**src/osm_regs.vh**
```
// Register offsets, field positions, reset values and timing counts of the output selector
`ifndef OSM_REGS_VH
`define OSM_REGS_VH
// Destination addresses
`define OSM_ADDR_OUTPUT_ROUTE_SELECT 5'h1C
`define OSM_ADDR_SNAPSHOT_HOLDING_UPDATE 5'h1D
// Field layout of output_route_select
`define OSM_SEL_MSB 3
`define OSM_SEL_LSB 0
`define OSM_SEL_RESET 4'h0
// Selection codes
`define OSM_SEL_AGC 4'h0
`define OSM_SEL_POLAR 4'h1
`define OSM_SEL_FREQ 4'h2
`define OSM_SEL_GAIN 4'h3
`define OSM_SEL_TIMING 4'h4
`define OSM_SEL_CARRIER 4'h5
`define OSM_SEL_LOCK 4'h6
`define OSM_SEL_ENDSAMP 4'h7
`define OSM_SEL_NCO 4'h8
// Snapshot settle time in clocks
`define OSM_SNAP_SETTLE_CLKS 6
`define OSM_SNAP_STAGES 5
`endif

```
**src/osm_output_selector.v**
```verilog
// Output selector routing demodulator signals onto buses A and B, plus snapshot command
//
// Contract
// - Code 0000 puts I/Q soft bits and status 6..3 on A, status 2..0 and AGC 7..1 on B.
// - Code 0001 puts both soft signs and magnitude on A, status 6, status 0 and phase on B.
// - Code 0010 keeps the 0000 layout on A and puts status 2..0 and frequency error 7..1 on B.
// - Code 0011 keeps the 0000 layout on A and puts status 2..0 and gain error 7..1 on B.
// - Code 0100 keeps the 0000 layout on A and puts status 2..0 and timing error 7..1 on B.
// - Code 0101 keeps the 0000 layout on A and puts status 2..0 and carrier error 7..1 on B.
// - Code 0110 puts soft bits and lock accumulator 6..3 on A, lock acc 2..0 and count on B.
// - Code 0111 puts soft bits and I end 7..4 on A, I end 3..1 and Q end 7..1 on B.
// - Code 1000 puts the NCO cosine on B, zero in A 9..2, status 5 in A1 and status 6 in A0.
// - Writing destination 29 samples carrier lag, symbol lag and AGC accumulators to holding.
// - Error words on the buses follow the symbol rate, not processor reads.
// - Each soft decision is three bits, sign on top, in the format a config bit picks.
// - Lock accumulator output shows bits 13..7 only when bits 17..14 are all one, else zero.
// - Lock count output shows bits 6..0 only when bits 9..7 are zero, else zero.
// - In codes 0010 to 0101, status 0 pulses one clock together with each new value on bus B's field.
`include "osm_regs.vh"
module osm_output_selector #(
    parameter ACC_W = 32,
    parameter AGC_W = 8
) (
    input wire clk_sys_i,
    input wire rst_n_i,
    // Processor destination-address write port
    input wire wr_en_i,
    input wire [4:0] wr_addr_i,
    input wire [7:0] wr_data_i,
    // Upstream datapath, same clock
    input wire soft_offset_fmt_i,
    input wire [2:0] i_soft_decision_i,
    input wire [2:0] q_soft_decision_i,
    input wire [6:0] status_i,
    input wire [7:0] agc_accum_i,
    input wire [7:0] amplitude_polar_i,
    input wire [7:0] phase_polar_i,
    input wire [7:0] freq_error_word_i,
    input wire [7:0] gain_error_word_i,
    input wire [7:0] timing_error_word_i,
    input wire [7:0] carrier_phase_error_i,
    input wire symbol_strobe_i,
    input wire [17:0] lock_phase_accum_i,
    input wire [9:0] lock_integration_count_i,
    input wire [7:0] i_end_sample_i,
    input wire [7:0] q_end_sample_i,
    input wire [9:0] oscillator_cosine_i,
    input wire [ACC_W-1:0] carrier_lag_accum_i,
    input wire [ACC_W-1:0] symbol_lag_accum_i,
    input wire [AGC_W-1:0] agc_full_accum_i,
    // Outputs
    output reg [9:0] output_bus_a_o,
    output reg [9:0] output_bus_b_o,
    output reg data_ready_o,
    output reg [3:0] route_select_o,
    output wire [ACC_W-1:0] carrier_lag_hold_o,
    output wire [ACC_W-1:0] symbol_lag_hold_o,
    output wire [AGC_W-1:0] agc_hold_o,
    output wire snapshot_busy_o
);
    // ==========================================================
    // Destination-address decode
    reg [3:0] sel_r;
    wire snap_take;
    assign snap_take = wr_en_i && (wr_addr_i == `OSM_ADDR_SNAPSHOT_HOLDING_UPDATE);
    always @(posedge clk_sys_i or negedge rst_n_i) begin
        if (!rst_n_i) begin
            sel_r <= `OSM_SEL_RESET;
        end else if (wr_en_i && (wr_addr_i == `OSM_ADDR_OUTPUT_ROUTE_SELECT)) begin
            sel_r <= wr_data_i[`OSM_SEL_MSB:`OSM_SEL_LSB];
        end
    end
    // ==========================================================
    // Symbol-rate error word latches
    reg [7:0] fe_r;
    reg [7:0] ge_r;
    reg [7:0] te_r;
    reg [7:0] pe_r;
    reg sym_d_r;
    always @(posedge clk_sys_i or negedge rst_n_i) begin
        if (!rst_n_i) begin
            fe_r <= 8'h00;
            ge_r <= 8'h00;
            te_r <= 8'h00;
            pe_r <= 8'h00;
            sym_d_r <= 1'b0;
        end else begin
            sym_d_r <= symbol_strobe_i;
            if (symbol_strobe_i) begin
                fe_r <= freq_error_word_i;
                ge_r <= gain_error_word_i;
                te_r <= timing_error_word_i;
                pe_r <= carrier_phase_error_i;
            end
        end
    end
    // ==========================================================
    // Soft decision format and lock detector gating
    wire [2:0] i_soft_decision;
    wire [2:0] q_soft_decision;
    wire [6:0] lock_phase_accum;
    wire [6:0] lock_integration_count;
    // Offset-binary format inverts the sign bit only
    assign i_soft_decision = {i_soft_decision_i[2] ^ soft_offset_fmt_i, i_soft_decision_i[1:0]};
    assign q_soft_decision = {q_soft_decision_i[2] ^ soft_offset_fmt_i, q_soft_decision_i[1:0]};
    assign lock_phase_accum = (&lock_phase_accum_i[17:14]) ? lock_phase_accum_i[13:7] : 7'h00;
    assign lock_integration_count = (lock_integration_count_i[9:7] == 3'h0) ?
        lock_integration_count_i[6:0] : 7'h00;
    // ==========================================================
    // Bus routing
    reg [9:0] a_nxt;
    reg [9:0] b_nxt;
    reg rdy_nxt;
    wire [9:0] a_std;
    assign a_std = {i_soft_decision, q_soft_decision, status_i[6:3]};
    always @* begin
        a_nxt = 10'h000;
        b_nxt = 10'h000;
        rdy_nxt = 1'b0;
        case (sel_r)
            `OSM_SEL_AGC: begin
                a_nxt = a_std;
                b_nxt = {status_i[2:0], agc_accum_i[7:1]};
            end
            `OSM_SEL_POLAR: begin
                a_nxt = {i_soft_decision[2], q_soft_decision[2], amplitude_polar_i};
                b_nxt = {status_i[6], status_i[0], phase_polar_i};
            end
            `OSM_SEL_FREQ: begin
                a_nxt = a_std;
                b_nxt = {status_i[2:0], fe_r[7:1]};
                rdy_nxt = sym_d_r;
            end
            `OSM_SEL_GAIN: begin
                a_nxt = a_std;
                b_nxt = {status_i[2:0], ge_r[7:1]};
                rdy_nxt = sym_d_r;
            end
            `OSM_SEL_TIMING: begin
                a_nxt = a_std;
                b_nxt = {status_i[2:0], te_r[7:1]};
                rdy_nxt = sym_d_r;
            end
            `OSM_SEL_CARRIER: begin
                a_nxt = a_std;
                b_nxt = {status_i[2:0], pe_r[7:1]};
                rdy_nxt = sym_d_r;
            end
            `OSM_SEL_LOCK: begin
                a_nxt = {i_soft_decision, q_soft_decision, lock_phase_accum[6:3]};
                b_nxt = {lock_phase_accum[2:0], lock_integration_count};
            end
            `OSM_SEL_ENDSAMP: begin
                a_nxt = {i_soft_decision, q_soft_decision, i_end_sample_i[7:4]};
                b_nxt = {i_end_sample_i[3:1], q_end_sample_i[7:1]};
            end
            `OSM_SEL_NCO: begin
                a_nxt = {8'h00, status_i[5], status_i[6]};
                b_nxt = oscillator_cosine_i;
            end
            default: begin
                a_nxt = 10'h000;
                b_nxt = 10'h000;
            end
        endcase
    end
    // Status 0 on the bus marks the freshly latched error word
    always @(posedge clk_sys_i or negedge rst_n_i) begin
        if (!rst_n_i) begin
            output_bus_a_o <= 10'h000;
            output_bus_b_o <= 10'h000;
            data_ready_o <= 1'b0;
            route_select_o <= `OSM_SEL_RESET;
        end else begin
            output_bus_a_o <= a_nxt;
            if (sel_r == `OSM_SEL_POLAR) begin
                output_bus_b_o <= b_nxt;
            end else if (sel_r >= `OSM_SEL_FREQ && sel_r <= `OSM_SEL_CARRIER) begin
                output_bus_b_o <= {b_nxt[9:8], rdy_nxt, b_nxt[6:0]};
            end else begin
                output_bus_b_o <= b_nxt;
            end
            data_ready_o <= rdy_nxt;
            route_select_o <= sel_r;
        end
    end
    // ==========================================================
    // Snapshot holding registers
    wire busy_c;
    osm_snap_hold #(.WIDTH(ACC_W), .STAGES(`OSM_SNAP_STAGES)) u_hold_carrier (
        .clk_sys_i(clk_sys_i),
        .rst_n_i(rst_n_i),
        .take_i(snap_take),
        .src_i(carrier_lag_accum_i),
        .hold_o(carrier_lag_hold_o),
        .busy_o(busy_c)
    );
    osm_snap_hold #(.WIDTH(ACC_W), .STAGES(`OSM_SNAP_STAGES)) u_hold_symbol (
        .clk_sys_i(clk_sys_i),
        .rst_n_i(rst_n_i),
        .take_i(snap_take),
        .src_i(symbol_lag_accum_i),
        .hold_o(symbol_lag_hold_o),
        .busy_o()
    );
    osm_snap_hold #(.WIDTH(AGC_W), .STAGES(`OSM_SNAP_STAGES)) u_hold_agc (
        .clk_sys_i(clk_sys_i),
        .rst_n_i(rst_n_i),
        .take_i(snap_take),
        .src_i(agc_full_accum_i),
        .hold_o(agc_hold_o),
        .busy_o()
    );
    assign snapshot_busy_o = busy_c;
endmodule

```
**src/osm_snap_hold.v**
```verilog
// Holding register that samples one accumulator after a pipelined delay
module osm_snap_hold #(
    parameter WIDTH = 32,
    parameter STAGES = 5
) (
    input wire clk_sys_i,
    input wire rst_n_i,
    input wire take_i,
    input wire [WIDTH-1:0] src_i,
    output reg [WIDTH-1:0] hold_o,
    output reg busy_o
);
    reg [WIDTH-1:0] pipe_r [0:STAGES-1];
    reg [STAGES-1:0] vld_r;
    integer k;
    always @(posedge clk_sys_i or negedge rst_n_i) begin
        if (!rst_n_i) begin
            for (k = 0; k < STAGES; k = k + 1) begin
                pipe_r[k] <= {WIDTH{1'b0}};
            end
            vld_r <= {STAGES{1'b0}};
            hold_o <= {WIDTH{1'b0}};
            busy_o <= 1'b0;
        end else begin
            pipe_r[0] <= src_i;
            vld_r[0] <= take_i;
            for (k = 1; k < STAGES; k = k + 1) begin
                pipe_r[k] <= pipe_r[k-1];
                vld_r[k] <= vld_r[k-1];
            end
            if (vld_r[STAGES-1] && !take_i) begin
                hold_o <= pipe_r[STAGES-1];
            end else if (vld_r[STAGES-1]) begin
                hold_o <= pipe_r[STAGES-1];
            end
            busy_o <= take_i | (|vld_r[STAGES-2:0]);
        end
    end
endmodule

```
**config.mk**
```make
export PLATFORM = sky130hd
export DESIGN_NAME = osm_output_selector
export DESIGN_NICKNAME = d
export VERILOG_FILES = /design/src/osm_output_selector.v /design/src/osm_snap_hold.v
export VERILOG_INCLUDE_DIRS = /design/src
export SDC_FILE = /design/constraint.sdc
export NUM_CORES = 1
export LEC_CHECK = 0
export BUFFER_PORTS_ARGS = -buffer_cell sky130_fd_sc_hd__buf_2
export CAP_MARGIN = 20
export CELL_PAD_IN_SITES_DETAIL_PLACEMENT = 1
export CELL_PAD_IN_SITES_GLOBAL_PLACEMENT = 1
export CORE_ASPECT_RATIO = 0.6
export CORE_MARGIN = 2
export CORE_UTILIZATION = 42
export DETAILED_ROUTE_END_ITERATION = 16
export PLACE_DENSITY = 0.8
export SLEW_MARGIN = 20
export SYNTH_ARGS = -nofsm -noshare
export SYNTH_HDL_FRONTEND = slang
export SYNTH_HIERARCHICAL = 1
export SYNTH_SLANG_ARGS = --single-unit
export TNS_END_PERCENT = 30
```
**constraint.sdc**
```tcl
create_clock -name clk_sys_i -period 1.95 [get_ports clk_sys_i]
set_input_delay 0 -clock clk_sys_i [delete_from_list [all_inputs] [get_ports clk_sys_i]]
set_output_delay 0 -clock clk_sys_i [all_outputs]
set_load 0.005 [all_outputs]
```
# Yosys cells after proc, flatten, opt, wreduce, memory -nomap -nowiden
# Index checks and enable logic that the tools add are counted.
[word_totals] elab_cells=76 in_bits=213 regBits=510 out_inout_bits=98
[op_classes] muxes=13 eq_ne=10 bitwise=3 reduce_logical=16 n_lt_le_gt_ge=2
[ops] op="$mux 32" count=4
[ops] op="$pmux 10 s9" count=1
[ops] op="$pmux 10 s5" count=1
[ops] op="$mux 8" count=4
[ops] op="$eq 4x3->1 const B" count=4
[ops] op="$mux 7" count=2
[ops] op="$eq 5x5->1 const B" count=2
[ops] op="$eq 4x2->1 const B" count=2
[ops] op="$reduce_or 4->1" count=2
[ops] op="$logic_and 1x1->1" count=6
[ops] op="$reduce_bool 2->1" count=3
[ops] op="$reduce_or 5->1" count=1
[ops] op="$eq 4x1->1 const B" count=1
[ops] op="$eq 4x4->1 const B" count=1
[ops] op="$ge 4x2->1 const B" count=1
[ops] op="$le 4x3->1 const B" count=1
[ops] op="$logic_not 4->1" count=1
[ops] op="$reduce_and 4->1" count=1
[ops] op="$logic_not 3->1" count=1
[ops] op="$xor 1x1->1" count=2
[ops] op="$logic_not 1->1" count=1
[ops] op="$mux 1" count=1
[ops] op="$or 1x1->1" count=1

# Longest topological paths before layout
[depth] word_depth=5 ltp_mapped=6 ltp_nobuf=5

# Cells and area by module
# The synthesis kept the hierarchy.
[by_module_without_submodules] module="osm_snap_hold (u_hold_carrier ...)" area_each_um2=5511.5 seq_area_each_um2=4954.8 instances=2 cells_per_inst=237
[by_module_without_submodules] module="osm_output_selector" area_each_um2=2941.6 seq_area_each_um2=1451.4 instances=1 cells_per_inst=251
[by_module_without_submodules] module="osm_snap_hold (u_hold_agc)" area_each_um2=1495.2 seq_area_each_um2=1351.3 instances=1 cells_per_inst=66

# Least setup slack after synthesis
# Ideal clock, no wire load.
[synth_timing] kind="reg2reg" start="reg sel_r[3]" end="reg output_bus_a_o[2]" setup_ns=0.083 arrival_time_ns=1.329 t_required_ns=1.867 synth_period_minus_slack_ns=1.411 path_buffers=2 stages_incl_launch_ff=7 path_slack_ns=0.539 cell_sequence="dfrtp_1 buf_6 or2_1 buf_6 nor3b_4 a22oi_1 o21ai_0"
[synth_via] elab_chain_cells=3 word_cells_on_any_way=11 classes_between="8 x eq/ne; 1 x mux; 2 x reduce/logical"
[synth_rtl] item="start: declaration" line_no="osm_output_selector.v:63" rtl="reg [3:0] sel_r;"
[synth_rtl] item="start signal: assignment" line_no="osm_output_selector.v:68" rtl="sel_r <= `OSM_SEL_RESET;"
[synth_rtl] item="start signal: assignment" line_no="osm_output_selector.v:70" rtl="sel_r <= wr_data_i[`OSM_SEL_MSB:`OSM_SEL_LSB];"
[synth_rtl] item="$eq 4x3->1 (tied with other cells)" line_no="osm_output_selector.v:120" rtl="case (sel_r)"
[synth_rtl] item="$reduce_or 5->1 (no source line)"
[synth_rtl] item="$pmux 10 s5 *" line_no="osm_output_selector.v:120"
[synth_rtl] item="via a_nxt[2]" line_no="osm_output_selector.v:111" rtl="reg [9:0] a_nxt;"
[synth_rtl] item="end signal: assignment" line_no="osm_output_selector.v:175" rtl="output_bus_a_o <= a_nxt;"
[synth_rtl] item="end: declaration" line_no="osm_output_selector.v:52" rtl="output reg [9:0] output_bus_a_o,"
# Mark *: on every way through the listed nets, which the timed path passes. The rest lies on a longest branch.
# A chain may end at the register's enable or synchronous reset.

# Final worst setup path
[layout_timing] start="reg sel_r[2]" end="reg output_bus_a_o[3]"
# The elaborated chain is that of the path after synthesis.

==> results summary <==
The post-synthesis area per instance is 19.6 sq um. The worst clock skew came out at 0.0261 ns. Dividing the detail-routed via count by the number of cells gives 4.80. The number of placed instances, taps included is 1,552. The largest individual stage delay along the critical path comes from the cell and2_1. The part of the cycle the worst path needs came out at 0.935.

The pin count of the biggest net entering global routing came out at 71. The floorplan has 54 rows. For this run, the share of the core covered by cells in the final layout is 0.582. Before antenna repair, the detailed router went through 5 iterations. The delay of the slowest cell on the worst path is 0.56 ns. The transition time of the tightest slew-check pin is 0.744 ns. The worst pin sits at a relative slew slack of 0.504.

The final hold violation count is 0. The total leakage power is 10.0 nW. The worst register-to-register path has a depth of 4. The die span in y is 152 um. The final instance count without filler cells came out at 1,832. The post-synthesis cell area is 15,400 sq um. The number of filler instances in the final layout came out at 3,383. The layout cell share with drive strength beyond 1 is 0.381. Measured along the x axis, the die boundary spans 251 um. The hold path endpoint is u_hold_carrier/busy_o.

The final critical-path setup slack came out at 0.127 ns. The setup slack after placement came out at 0.233 ns. For this block, the via count after detailed routing is 8,802.

The TritonCTS buffer count is 45. The post-detailed-placement half-perimeter wirelength is 23.2 mm. Of all nets on the critical path, the largest fanout is 12.

The maximum achievable frequency came out at 549 MHz. The deepest level of the CTS H-tree is 2. The clock latency of the later-clocked register in the worst-skew pair came out at 0.56 ns.

In this run the count of I/O pins placed on the die edge is 311. The flow ran to the end, and the final reports show no timing, DRC or antenna violations. The signal on the critical path passes through and2_1 > a22oi_1 > mux2_2 > o21ai_0.

The min-delay analysis places its worst path in the category in -> reg. After clock tree synthesis, the clock-pin slew on the worst setup and hold paths is 0.07 ns. Relative to the synthesized area, the layout overhead comes to 36.9%. The reg2reg setup slack is 0.13 ns.

The total wirelength of the detailed-routed design came out at 40.9 mm. Yosys printed 6 warnings. At the end of routability-driven placement, the weighted congestion stood at 0.845. The number of buffers and inverters on the critical path is 0. The number of gates resized after CTS is 0.

The critical path is of the reg -> reg type. The core box area came out at 36,200 sq um. The number of failing setup endpoints in the final timing report is 0. The summed negative setup slack over all endpoints is 0 ns. The deepest clock path buffer count came out at 3. The number of port buffers is 292. The cell count after synthesis is 783. The count of maximum capacitance violations came out at 0. The endpoint identified for the worst register-to-register timing path is output_bus_a_o[3]. Power spread over the standard cell area amounts to 1150 nW/um^2.

The beginning of the worst hold path is wr_addr_i[3]. For this block, the initial DRC count from the detailed router was 485. The total number of nets in the final design came out at 1,527.

The worst setup path is launched from a register. The CTS tree is done. The sequential cell area is 12,700 sq um. The count of pins over their slew limit is 0. The post-detailed-route count of antenna-violating nets came out at 0.

Setup repair after global routing left no endpoint under its margin. The cell count of the worst hold path is 5. The area used by multi-input combinational logic came out at 2460 sq um. CTS saw 506 sinks. The data arrival time of the critical path came out at 2.28 ns. The maximum ir drop on the vdd rail came out at 741 uV. The wire length of the first global-routing pass came out at 62.9 mm. The die covers 38,200 sq um. The net count after synthesis is 996. The number of remaining DRC errors came out at 0. For this run the aggregate overflow at the end of global routing stands at 0. The total routing usage reported by global routing is 0.220. The wire length per cell after detailed routing is 22.3 um.

The number of global-route vias before repair came out at 10,351. Among cell families on the critical path, the largest total delay comes from simple AND/OR/NAND/NOR gates. The initial antenna violation count is 6. At the worst endpoint, the required time is 2.41 ns. CTS placed an instance of clkbuf_16 at the clock tree root.

For this configuration, the core starts out at a cell density of 0.425. STA classifies the critical path endpoint as a register. The overall power of the completed layout is 24.2 mW. The routed design could run at a clock period as short as 1.82 ns.

The startpoint identified for the worst register-to-register timing path is sel_r[2].
## worst reg2reg max path, stage by stage (launching register included)
cell and delay (ns):
dfrtp_1 0.53, and2_1 0.56, a22oi_1 0.16, mux2_2 0.30, o21ai_0 0.18
## stage by stage
| step | cell area [sq um] | hold WS (ns) |
|---|---|---|
| 3_5_place_dp | 17500 | -0.0126 |
| 4_1_cts | 21000 | 0.0160 |
| 6_report | 21100 | 0.0593 |
| 2_1_floorplan | 15400 | -0.296 |
| 5_1_grt | 21100 | 0.0584 |
| 3_3_place_gp | 17500 | -0.0208 |
## sequential cells by signal, summed over array words and instances (netlist names), 8 cells and up
register and cells:
u_hold_carrier/pipe_r 160, u_hold_symbol/pipe_r 160, u_hold_agc/pipe_r 40, u_hold_carrier/hold_o 32
u_hold_symbol/hold_o 32, output_bus_a_o 10, output_bus_b_o 10, u_hold_agc/hold_o 8
## worst max-delay path by stage
stage,startpoint,endpoint,slack [ns],cells past startpoint
floorplan,sel_r[3],output_bus_a_o[2],0.54,6
global placement,sel_r[2],output_bus_a_o[2],0.28,4
detailed placement,sel_r[3],output_bus_a_o[3],0.23,4
CTS,sel_r[3],output_bus_a_o[3],0.22,4
global route,sel_r[2],output_bus_a_o[3],0.03,4
finish,sel_r[2],output_bus_a_o[3],0.13,4
## final cells by class
class                           instances  area share
Sequential cell                       506       0.601
Multi-Input combinational cell        248       0.117
Clock inverter                         22      0.0143
Tap cell                              476      0.0283
Timing Repair Buffer                  509       0.176
Inverter                                4    0.000713
Antenna cell                            6    0.000713
Clock buffer                           61      0.0620
## cell usage in the layout (no fill, tap or decap), drive strengths merged, types with 3 or more instances in the layout
master and instances:
mux2 109, nand2 10, a22o 11, a21oi 11, mux2i 6, clkinvlp 6
nor2 15, bufinv 6, a32oi 3, clkbuf 61, a2bb2oi 8, o21ai 4
diode 6, nor2b 8, dfrtp 506, inv 7, a221o 4, a22oi 25
clkinv 7, buf 319, o211ai 4, and3 6, dlygate4sd3 190
## layer usage
| layer | up-vias | track usage | part of all wire |
|---|---|---|---|
| met3 | 111 | 0.0504 | 0.050 |
| met5 | - | 0 | 0 |
| met2 | 294 | 0.393 | 0.53 |
| li1 | 3740 | - | - |
| met4 | 0 | 0.0842 | 0.039 |
| met1 | 4657 | 0.259 | 0.38 |
## power by group
part	total, mW	switching (mW)	internal (mW)
clock	9.53	3.99	5.54
sequential	11.8	0.452	11.4
combinational	2.81	1.34	1.47
total	24.2	5.78	18.4
## what timing repair did
| action | in CTS | in global routing |
|---|---|---|
| setup endpoints to repair | 0 | 0 |
| hold buffers | 191 | 0 |
| endpoints found under the hold margin | 635 | 0 |
| buffers inserted | 0 | 0 |
No activity file was read; power rests on OpenSTA's default activity.
